`config.mk`:
```
export PLATFORM = sky130hd
export DESIGN_NAME = asr_rx
export DESIGN_NICKNAME = d
export VERILOG_FILES = /design/src/rtl/asr_rx.v
export VERILOG_INCLUDE_DIRS = /design/src /design/src/rtl
export SDC_FILE = /design/constraint.sdc
export NUM_CORES = 1
export LEC_CHECK = 0
export CORE_AREA = 2 2 64 127
export CTS_CLUSTER_DIAMETER = 30
export DETAILED_ROUTE_END_ITERATION = 10
export DIE_AREA = 0 0 66 129
export DONT_BUFFER_PORTS = 1
export PLACE_DENSITY = 0.62
export SYNTH_ARGS = -nofsm -noshare
export SYNTH_HDL_FRONTEND = slang
export SYNTH_SLANG_ARGS = --single-unit
```
`constraint.sdc`:
```
create_clock -name clk_i -period 5.55 [get_ports clk_i]
set_input_delay 0.555 -clock clk_i [delete_from_list [all_inputs] [get_ports clk_i]]
set_output_delay 0.555 -clock clk_i [all_outputs]
set_load 0.02 [all_outputs]
```
`src/rtl/asr_map.vh`:
```
`ifndef ASR_MAP_VH
`define ASR_MAP_VH

// register byte offsets
`define ASR_RCV_CTRL_OFS 8'h00
`define ASR_RX_DATA_OFS 8'h04
`define ASR_TX_CTRL_OFS 8'h08
`define ASR_IRQ_CTRL_OFS 8'h0c

// receive_status_control fields
`define ASR_SERIAL_PORT_ENABLE_BIT 7
`define ASR_NINE_BIT 6
`define ASR_RECEIVE_ENABLE_BIT_BIT 4
`define ASR_FRAME_ERROR_FLAG_BIT 2
`define ASR_OVERRUN_FLAG_BIT 1
`define ASR_RX_NINTH_BIT_BIT 0

// transmit_status_control fields
`define ASR_SYNC_BIT 4

// interrupt control fields
`define ASR_RXIE_BIT 0
`define ASR_PERIPHERAL_IRQ_ENABLE_BIT 1
`define ASR_GIE_BIT 2
`define ASR_PEND_BIT 4

// reset values
`define ASR_RCV_CTRL_RST 8'h00
`define ASR_TX_CTRL_RST 8'h00
`define ASR_IRQ_CTRL_RST 3'h0

// oversampling
`define ASR_OVERSAMPLE 16
`define ASR_HALF_BIT 4'h7
`define ASR_LAST_TICK 4'hf
`define ASR_VOTE_A 4'hd
`define ASR_VOTE_B 4'he
`define ASR_LAST_BIT8 4'h7
`define ASR_LAST_BIT9 4'h8

// receiver states
`define ASR_ST_IDLE 2'h0
`define ASR_ST_START 2'h1
`define ASR_ST_DATA 2'h2
`define ASR_ST_STOP 2'h3

`endif

```
`src/rtl/asr_rx.v`:
```
// How it works
// - line sampled at sixteen ticks per bit
// - finished character moves into two-entry buffer
// - two characters wait while third shifts in
// - falling edge on line starts a character
// - half bit later start must still be low
// - high start centre silently aborts, rearms search
// - each bit centre majority-voted into shift register
// - stop bit low means framing error
// - at stop-bit centre push character, raise pending
// - data read returns and pops oldest character
// - pending follows occupancy while enabled, read-only
// - interrupt needs all three enables set
// - framing status per character, shows oldest
// - framing error never stops reception; pop advances
// - port disable clears framing status, enable doesn't
// - framing error alone raises no interrupt
// - third character with full buffer sets overrun
// - clearing enable or port clears overrun
// - bits assembled least significant first
// - nine-bit mode adds ninth bit per character
//
// The placing of the registers and the Wishbone register port were chosen for this implementation.
`timescale 1ns/100ps
`include "asr_map.vh"

module asr_rx #(
  parameter DEPTH = 2
) (
  input wire clk_i,
  input wire rst_i,
  input wire wb_cyc_i,
  input wire wb_stb_i,
  input wire wb_we_i,
  input wire [7:0] wb_adr_i,
  input wire [3:0] wb_sel_i,
  input wire [31:0] wb_dat_i,
  output reg [31:0] wb_dat_o,
  output reg wb_ack_o,
  input wire baud16_tick_i,
  input wire serial_input_pin_i,
  output reg rx_pending_flag_o,
  output reg rx_irq_o,
  output reg rx_idle_o
);

  reg serial_port_enable;
  reg nine_bit_rx_select;
  reg receive_enable_bit;
  reg sync_mode_select;
  reg rx_irq_enable;
  reg peripheral_irq_enable;
  reg global_irq_enable;
  reg overrun_flag;

  reg [1:0] state;
  reg [3:0] tick_cnt;
  reg [3:0] bit_cnt;
  reg [8:0] receive_shift_reg;
  reg vote_a;
  reg vote_b;
  reg line_prev;

  // byte, ninth bit and framing status travel together
  reg [9:0] fifo_mem [0:DEPTH-1];
  reg fifo_wr;
  reg fifo_rd;
  reg [1:0] fifo_cnt;

  wire req = wb_cyc_i & wb_stb_i & ~wb_ack_o;
  wire wr_req = req & wb_we_i & wb_sel_i[0];
  // receiver held idle while off, synchronous or overrun
  wire rx_active = serial_port_enable & receive_enable_bit & ~sync_mode_select & ~overrun_flag;
  wire [9:0] fifo_top = fifo_mem[fifo_rd];
  wire fifo_has = (fifo_cnt != 2'h0);
  wire fifo_full = (fifo_cnt == DEPTH);
  wire pop = req & ~wb_we_i & (wb_adr_i == `ASR_RX_DATA_OFS) & fifo_has;
  wire [3:0] last_bit = nine_bit_rx_select ? `ASR_LAST_BIT9 : `ASR_LAST_BIT8;
  wire centre = baud16_tick_i & (tick_cnt == `ASR_LAST_TICK);
  wire voted;
  wire push;
  wire [9:0] entry;
  wire [7:0] rcv_ctrl_rd;
  wire fifo_we;
  wire hit_rcv;
  wire hit_data;
  wire hit_tx;
  wire hit_irq;
  wire start_edge;
  wire bit_done;
  wire rx_enabled;
  wire next_pending;
  wire next_irq;

  function maj3;
    input a;
    input b;
    input c;
    begin
      maj3 = (a & b) | (a & c) | (b & c);
    end
  endfunction

  // address compare shared by the write and read decoders
  function addr_hit;
    input [7:0] adr;
    input [7:0] ofs;
    begin
      addr_hit = (adr == ofs);
    end
  endfunction

  // majority of three samples around centre
  assign voted = maj3(vote_a, vote_b, serial_input_pin_i);

  // character handed over at the stop-bit centre sample
  assign push = rx_active & (state == `ASR_ST_STOP) & centre;
  // lsb first, so an 8-bit character ends in the top bits
  // ninth bit kept in nine-bit mode
  assign entry = nine_bit_rx_select ?
    {~voted, receive_shift_reg[8], receive_shift_reg[7:0]} :
    {~voted, 1'b0, receive_shift_reg[8:1]};

  assign rcv_ctrl_rd = {serial_port_enable, nine_bit_rx_select, 1'b0, receive_enable_bit,
    1'b0, fifo_has & fifo_top[9], overrun_flag, fifo_has & fifo_top[8]};

  assign hit_rcv = addr_hit(wb_adr_i, `ASR_RCV_CTRL_OFS);
  assign hit_data = addr_hit(wb_adr_i, `ASR_RX_DATA_OFS);
  assign hit_tx = addr_hit(wb_adr_i, `ASR_TX_CTRL_OFS);
  assign hit_irq = addr_hit(wb_adr_i, `ASR_IRQ_CTRL_OFS);

  assign start_edge = line_prev & ~serial_input_pin_i;
  assign bit_done = (bit_cnt == last_bit);

  // popped slot takes the new character
  assign fifo_we = push & (~fifo_full | pop);

  // pending and request low while reception is off
  assign rx_enabled = serial_port_enable & receive_enable_bit;
  assign next_pending = rx_enabled & fifo_has;
  assign next_irq = next_pending & rx_irq_enable & peripheral_irq_enable & global_irq_enable;

  // control registers
  always @(posedge clk_i) begin
    if (rst_i) begin
      serial_port_enable <= 1'b0;
      nine_bit_rx_select <= 1'b0;
      receive_enable_bit <= 1'b0;
      sync_mode_select <= 1'b0;
      rx_irq_enable <= 1'b0;
      peripheral_irq_enable <= 1'b0;
      global_irq_enable <= 1'b0;
    end else if (wr_req) begin
      if (hit_rcv) begin
        serial_port_enable <= wb_dat_i[`ASR_SERIAL_PORT_ENABLE_BIT];
        nine_bit_rx_select <= wb_dat_i[`ASR_NINE_BIT];
        receive_enable_bit <= wb_dat_i[`ASR_RECEIVE_ENABLE_BIT_BIT];
      end else if (hit_tx) begin
        sync_mode_select <= wb_dat_i[`ASR_SYNC_BIT];
      end else if (hit_irq) begin
        rx_irq_enable <= wb_dat_i[`ASR_RXIE_BIT];
        peripheral_irq_enable <= wb_dat_i[`ASR_PERIPHERAL_IRQ_ENABLE_BIT];
        global_irq_enable <= wb_dat_i[`ASR_GIE_BIT];
      end
    end
  end

  // bus answer, one cycle after the request
  // empty or unmapped reads give zero, writes still acked
  always @(posedge clk_i) begin
    if (rst_i) begin
      wb_ack_o <= 1'b0;
      wb_dat_o <= 32'h0;
    end else begin
      wb_ack_o <= req;
      if (req & ~wb_we_i) begin
        if (hit_rcv) begin
          wb_dat_o <= {24'h0, rcv_ctrl_rd};
        end else if (hit_data) begin
          // oldest character; empty buffer reads zero
          wb_dat_o <= {24'h0, fifo_has ? fifo_top[7:0] : 8'h00};
        end else if (hit_tx) begin
          wb_dat_o <= {27'h0, sync_mode_select, 4'h0};
        end else if (hit_irq) begin
          wb_dat_o <= {27'h0, rx_pending_flag_o, 1'b0, global_irq_enable,
            peripheral_irq_enable, rx_irq_enable};
        end else begin
          wb_dat_o <= 32'h0;
        end
      end else begin
        wb_dat_o <= 32'h0;
      end
    end
  end

  // receive sequencer
  // leaving the active state drops a half-received character
  always @(posedge clk_i) begin
    if (rst_i | ~rx_active) begin
      state <= `ASR_ST_IDLE;
      tick_cnt <= 4'h0;
      bit_cnt <= 4'h0;
      receive_shift_reg <= 9'h0;
      vote_a <= 1'b1;
      vote_b <= 1'b1;
      line_prev <= 1'b1;
    end else if (baud16_tick_i) begin
      // every decision runs on the 16x tick
      line_prev <= serial_input_pin_i;
      tick_cnt <= tick_cnt + 4'h1;
      if (tick_cnt == `ASR_VOTE_A) begin
        vote_a <= serial_input_pin_i;
      end
      if (tick_cnt == `ASR_VOTE_B) begin
        vote_b <= serial_input_pin_i;
      end
      case (state)
        `ASR_ST_IDLE: begin
          tick_cnt <= 4'h0;
          if (start_edge) begin
            state <= `ASR_ST_START;
          end
        end
        `ASR_ST_START: begin
          // check the line at start-bit centre
          if (tick_cnt == `ASR_HALF_BIT) begin
            tick_cnt <= 4'h0;
            bit_cnt <= 4'h0;
            if (serial_input_pin_i) begin
              state <= `ASR_ST_IDLE;
            end else begin
              state <= `ASR_ST_DATA;
            end
          end
        end
        `ASR_ST_DATA: begin
          if (tick_cnt == `ASR_LAST_TICK) begin
            // one full bit to each centre
            receive_shift_reg <= {voted, receive_shift_reg[8:1]};
            bit_cnt <= bit_cnt + 4'h1;
            if (bit_done) begin
              state <= `ASR_ST_STOP;
            end
          end
        end
        default: begin
          // a framing error just rearms the search
          if (tick_cnt == `ASR_LAST_TICK) begin
            state <= `ASR_ST_IDLE;
          end
        end
      endcase
    end
  end

  // two-entry buffer
  always @(posedge clk_i) begin
    if (rst_i | ~serial_port_enable) begin
      // port disable flushes entries and framing status
      fifo_wr <= 1'b0;
      fifo_rd <= 1'b0;
      fifo_cnt <= 2'h0;
    end else begin
      // entries kept while the next character shifts in
      if (fifo_we) begin
        fifo_wr <= ~fifo_wr;
      end
      // pop advances to the next status
      if (pop) begin
        fifo_rd <= ~fifo_rd;
      end
      // push and pop together leave the count alone
      case ({fifo_we, pop})
        2'h2: begin
          fifo_cnt <= fifo_cnt + 2'h1;
        end
        2'h1: begin
          fifo_cnt <= fifo_cnt - 2'h1;
        end
        default: begin
          fifo_cnt <= fifo_cnt;
        end
      endcase
    end
  end

  // entry stored as one word
  // no reset on the array: only read behind fifo_has
  always @(posedge clk_i) begin
    if (fifo_we) begin
      fifo_mem[fifo_wr] <= entry;
    end
  end

  // overrun: set wins over a same-cycle clear
  always @(posedge clk_i) begin
    if (rst_i) begin
      overrun_flag <= 1'b0;
    end else if (push & fifo_full & ~pop) begin
      overrun_flag <= 1'b1;
    end else if (~receive_enable_bit | ~serial_port_enable) begin
      overrun_flag <= 1'b0;
    end
  end

  // pending rises once the character is stored
  // follows occupancy, bus writes cannot touch it
  always @(posedge clk_i) begin
    if (rst_i) begin
      rx_pending_flag_o <= 1'b0;
    end else begin
      rx_pending_flag_o <= next_pending;
    end
  end

  // request gated by all three enables
  always @(posedge clk_i) begin
    if (rst_i) begin
      rx_irq_o <= 1'b0;
    end else begin
      rx_irq_o <= next_irq;
    end
  end

  // idle output lags the sequencer by one clock
  always @(posedge clk_i) begin
    if (rst_i) begin
      rx_idle_o <= 1'b1;
    end else begin
      rx_idle_o <= (state == `ASR_ST_IDLE);
    end
  end

endmodule // asr_rx

```
======== Word level (Yosys, flattened, before mapping) ========
Memory sizes are Yosys's and may differ from the RTL's. A register that Yosys moved wholly into a read port is not among the register bits.
Cells that the tools add are included.
storage, ports and cells
  bits of input ports ..................... 51
  output and inout bits ................... 36
  word-level logic and storage cells ...... 140
  ROM bits ................................ 0
  RAM bits ................................ 20
  register bits after elaboration ......... 70
  memories ................................ 1
  latch bits .............................. 0
memories
  memory    depth  bits a word  read ports  clocked after memory_dff  write ports  RTL line     source
  fifo_mem  2      10           1           1                         1            asr_rx.v:65  reg [9:0] fifo_mem [0:DEPTH-1];
operators by class
  muxes and demuxes ....................... 26
  reductions and logical operators ........ 18
  equality and inequality tests ........... 18
  $add $sub $neg .......................... 4
  shifts and indexed selects .............. 0
  $mul .................................... 0
  order comparisons ....................... 0
  div/mod/pow operators ................... 0
  bitwise operators ....................... 48
operator list
  operator                                                               number
  1-bit bitwise AND                                                      26
  8-bit 2-to-1 mux                                                       3
  8-bit by 4-bit equality test with 1-bit output, second input constant  2
  4-bit 2-to-1 mux                                                       4
  1-bit inverter                                                         16
  4-bit case mux with 2 select lines                                     2
  4-bit equality test, second input constant                             3
  2-bit 2-to-1 mux                                                       6
  5-bit 2-to-1 mux                                                       2
  9-bit 2-to-1 mux                                                       1
  4-bit by 1-bit adder with 4-bit output, second input constant          2
  2-bit equality test, second input constant                             4
  8-bit by 3-bit equality test with 1-bit output, second input constant  1
  8-bit zero test                                                        1
  2-bit inequality test, second input constant                           4
  4-bit AND reduction                                                    2
  2-bit nonzero test                                                     4
  1-bit 2-to-1 mux                                                       6
  1-bit bitwise OR                                                       6
  2-bit case mux with 3 select lines                                     1
  2-bit AND reduction                                                    3
  3-bit AND reduction                                                    2
  6-bit AND reduction                                                    1
  5-bit OR reduction                                                     1
  10 further kinds                                                       11

======== Longest topological paths before layout ========
  word-level depth ........................ 9
  gate-level depth with buffers ........... 6
  depth with buffers taken out ............ 5

======== Worst setup path before layout ========
Ideal clock, no wire load.
  kind .................................... input to register
  start point ............................. in wb_adr_i[7]
  end point ............................... mem fifo_mem[0][0], enable pin
  data required time ...................... 5.157 ns
  arrival ................................. 2.704 ns
  cell stages on the path ................. 5
  buffers on the path ..................... 2
  setup slack ............................. 2.453 ns
  setup time .............................. 0.393 ns
  cells stage by stage .................... or4_1 -> buf_2 -> or4_4 -> buf_6 -> a211oi_1
on the way
  word-level cells in the longest chain between the ends .. 7
RTL lines
  element                                         RTL line      source
  start: declaration                              asr_rx.v:35   input wire [7:0] wb_adr_i,
  8-bit by 3-bit equality test with 1-bit output  -
  1-bit bitwise AND (2 in series)                 asr_rx.v:77   wire pop = req & ~wb_we_i & (wb_adr_i == `ASR_RX_DATA_OFS) & fifo_has;
  1-bit bitwise OR                                asr_rx.v:136  assign fifo_we = push & (~fifo_full | pop);
  1-bit bitwise AND                               asr_rx.v:136
  1-bit 2-to-1 mux                                asr_rx.v:290  if (fifo_we) begin
  1-bit 2-to-1 mux (implied by the code)          asr_rx.v:291  fifo_mem[fifo_wr] <= entry;
  end: declaration                                asr_rx.v:65
Every way passes these cells.

======== Final worst setup path ========
  start point ............................. reg tick_cnt[0]
  end point ............................... mem fifo_mem[1][4], enable pin
on the way
  word-level cells in the longest chain between the ends .. 6
RTL lines
  element                                 RTL line      source
  start: declaration                      asr_rx.v:57   reg [3:0] tick_cnt;
  start signal: assignment                asr_rx.v:210  tick_cnt <= tick_cnt + 4'h1;
  4-bit equality test (no line)           -
  1-bit bitwise AND                       asr_rx.v:79   wire centre = baud16_tick_i & (tick_cnt == `ASR_LAST_TICK);
  1-bit bitwise AND                       asr_rx.v:117  assign push = rx_active & (state == `ASR_ST_STOP) & centre;
  1-bit bitwise AND                       asr_rx.v:136
  1-bit 2-to-1 mux                        asr_rx.v:290
  1-bit 2-to-1 mux (implied by the code)  asr_rx.v:291
Every way passes these cells.

==> impl_results.md <==
* Largest cells by area after synthesis: dfxtp_1, edfxtp_1, mux2i_1
* Clock tree from TritonCTS: yes
* Post-synthesis compound-gate area fraction at about a tenth
* Met3 WL at 258 um
* Root Driver: clkbuf_16
* Largest family of logic cells by synthesized area: simple AND/OR/NAND/NOR gates
* Post-CTS Setup Inserts at 0
* Via density at ~5.2
* CP Capture Type: flip-flop
* Ratio of cells with drive above 1 in the final layout at 10.2%
* Register area share after synthesis at around half
* Synth Area in Adders at roughly 1.6%
* Synth top cells by count: dfxtp_1, nor2_1, mux2i_1
* Row count at 45
* PortBufs at 0
* Crit Path Category: flip-flop to flip-flop
* Initial antenna violation count at 0
* Slew headroom at between 20 and 30%
* Tmin final at between 2 and 3 ns
* Total GRT Usage at 15.4%
* Die area at roughly 8500 um2
* Maximum clock rate at ~390 MHz
* P&R area growth vs syn at 10.1%
* DR iter-0 viols at 82
* Core region area at between 7000 and 8000 um2
* Clk_skew at approximately 0.0041 ns
* Max H-tree Level at 3
* Num CTS Buffers at 9
* Final WL at a little over 6 mm
* R2R setup slack at between 2 and 3 ns
* RD Place Congestion at about 0.74
* Net count, final at 363
* Initial Util at 42.0%
* Clk_lat worst skew at between 0.3 and 0.4 ns
* Mean Syn Cell Area at approximately 10 um2
* Clock transition at path regs at approximately 0.05 ns
* Worst-path maximum fanout at 10
* Worst hold endpoint: serial_port_enable
* EDFF count, synth at 20
* Status: finished, final reports clean
* FFs w/ async S/R, synth at 0%
* Chip height at approximately 130 um
* Non-Filler Instances at ~410
* CTS max path bufs at 2
* Netlist cell types at a little over 50
* Hold slack at between 0.2 and 0.3 ns
* Synth warnings at 0
* Power Dens Cells at ~350 nW/um2
* Setup TNS at 0 ns
* # fillers at around 730
* Largest net degree at the start of global routing at 15
* Worst Path Arrival at 2.56 ns
* DR vias at 2131
* Hold Crit Depth at 1
* First-pass GRT wire length at 9.68 mm
* Ports at 87
* Max-cap viol count at 0
* FF-to-FF Start: tick_cnt[0]
* Final hold viol count at 0
* Dpl hpwl at 4.61 mm
* R2R cell count at 4
* Final-report max-slew violation count at 0
* Max FFs per register at 20
* Dominant cell type by area after synthesis: dfxtp_1
* Ys flop type: dfxtp_1
* Die Wd at ~66 um
* Total placed cells including tap cells at approximately 390
* Hold Path Class: input port to flip-flop
* Synth top area share at between 20% and 30%
* Crit start category: flip-flop
* Gate count of the mapped netlist at ~310
* Antenna diodes at 0
* Clock tree sinks at 67
* Post-Synth XOR/XNOR Area at under 10%
* Final ANT Viol Nets at 0
* Remaining global-route overflow at 0
* FF/Latch Area at 1540 um2
* Period utilization at between 40% and 50%
* DR WL met2 at 3.56 mm
* RSZ-0062 raised after global routing: false
* Post-synthesis mux area share at about an eighth
* Drt pass-1 iters at 4
* Top layer in use: met4
* Peak supply drop at between 0.00015 and 0.0002 V
* Pleak at between 1 and 1.5 nW
* Synth Area in Simple Gates at 17.4%
* Area of the multi-input gates at ~1400 um2
* Drt drc at 0
* Number of synthesized register bits at 67
* Post-cts sizing count at 0
* Worst hold path startpoint: rst_i
* Area of the mapped netlist at 3170 um2
* Wire per inst at about 15 um
* Slew @ Worst Pin at roughly 1.1 ns
* Final setup viols at 0
* Most common cell in the netlist: dfxtp_1
* Reg2reg end: fifo_mem[1][4]
* M1 WL at 2.08 mm
* Cts hold-fix bufs at 0
* WP data required at 5.52 ns
* Vias in the first global route at between 2000 and 2500
-- cells by family after synthesis --
group,Yosys count
and+or+nand+nor,106
DFF,67
buffers and inverters,47
AOI/OAI and AO/OA,44
muxes,39
xor gates and xnor gates,5
adders and majority gates,4
other,1
-- routing by layer --
| metal | GRT usage (%) | vias up |
|---|---|---|
| li1 | - | 1060 |
| met2 | 30.9 | 54 |
| met1 | 12.8 | 1007 |
| met5 | 0 | - |
| met4 | 8.64 | 0 |
| met3 | 3.76 | 10 |
-- through the flow --
stage	cell area (um2)	total power [mW]	util (%)	setup WS [ns]
floorplan	3260	0.550	-	2.45
global placement	3130	0.534	41.5	2.86
detailed placement	3130	0.534	41.5	2.83
CTS	3490	1.22	46.3	2.92
global route	3490	1.24	46.3	2.72
finish	3490	1.21	46.3	2.97
-- layout by cell type (no fill, tap or decap), drive strengths merged, types with 2 or more instances in the layout --
| cell type | n |
|---|---|
| a211oi | 7 |
| a21oi | 12 |
| and2 | 2 |
| bufinv | 4 |
| clkbuf | 11 |
| conb | 24 |
| dfxtp | 47 |
| edfxtp | 20 |
| ha | 4 |
| inv | 7 |
| mux2 | 8 |
| mux2i | 31 |
| nand2 | 15 |
| nand2b | 5 |
| nand3 | 4 |
| nand3b | 3 |
| nand4 | 6 |
| nand4b | 2 |
| nor2 | 36 |
| nor2b | 4 |
| nor3 | 10 |
| nor4 | 5 |
| o21ai | 10 |
| o31ai | 2 |
| or2 | 2 |
| or3 | 3 |
| or3b | 3 |
| or4 | 2 |
| xnor2 | 4 |
-- worst max-delay path by stage --
stage	endpoint	cells after the start	startpoint	slack (ns)
2_1_floorplan	fifo_mem[0][0]	5	wb_adr_i[7]	2.45
3_3_place_gp	fifo_mem[1][3]	4	wb_adr_i[7]	2.86
3_5_place_dp	fifo_mem[1][3]	4	wb_adr_i[7]	2.83
4_1_cts	fifo_mem[1][4]	4	tick_cnt[0]	2.92
5_1_grt	fifo_mem[1][2]	4	tick_cnt[0]	2.72
6_report	fifo_mem[1][4]	4	tick_cnt[0]	2.97
-- worst max-delay path, stage by stage (launching register included) --
cell and delay [ns]:
dfxtp_1 0.41, ha_1 0.29, nand4_1 0.39, nor3_1 0.59
and3_1 0.54
-- final cells by class --
class                      count  share of cell area, %
clock buffer                  11                   6.67
tap                           94                   3.37
clock inverter                 5                   3.58
inverter                       7                  0.753
timing repair buffer           1                  0.215
sequential                    67                   44.2
multi-input combinational    222                   41.3
-- report_power, final --
part           internal [mW]  leakage, nW  switching (mW)  total (mW)
registers              0.502        0.602        0.000528       0.502
logic                0.00394        0.403          0.0178      0.0217
clock network          0.484        0.174           0.203       0.686
(Power assumes the default switching activity.)
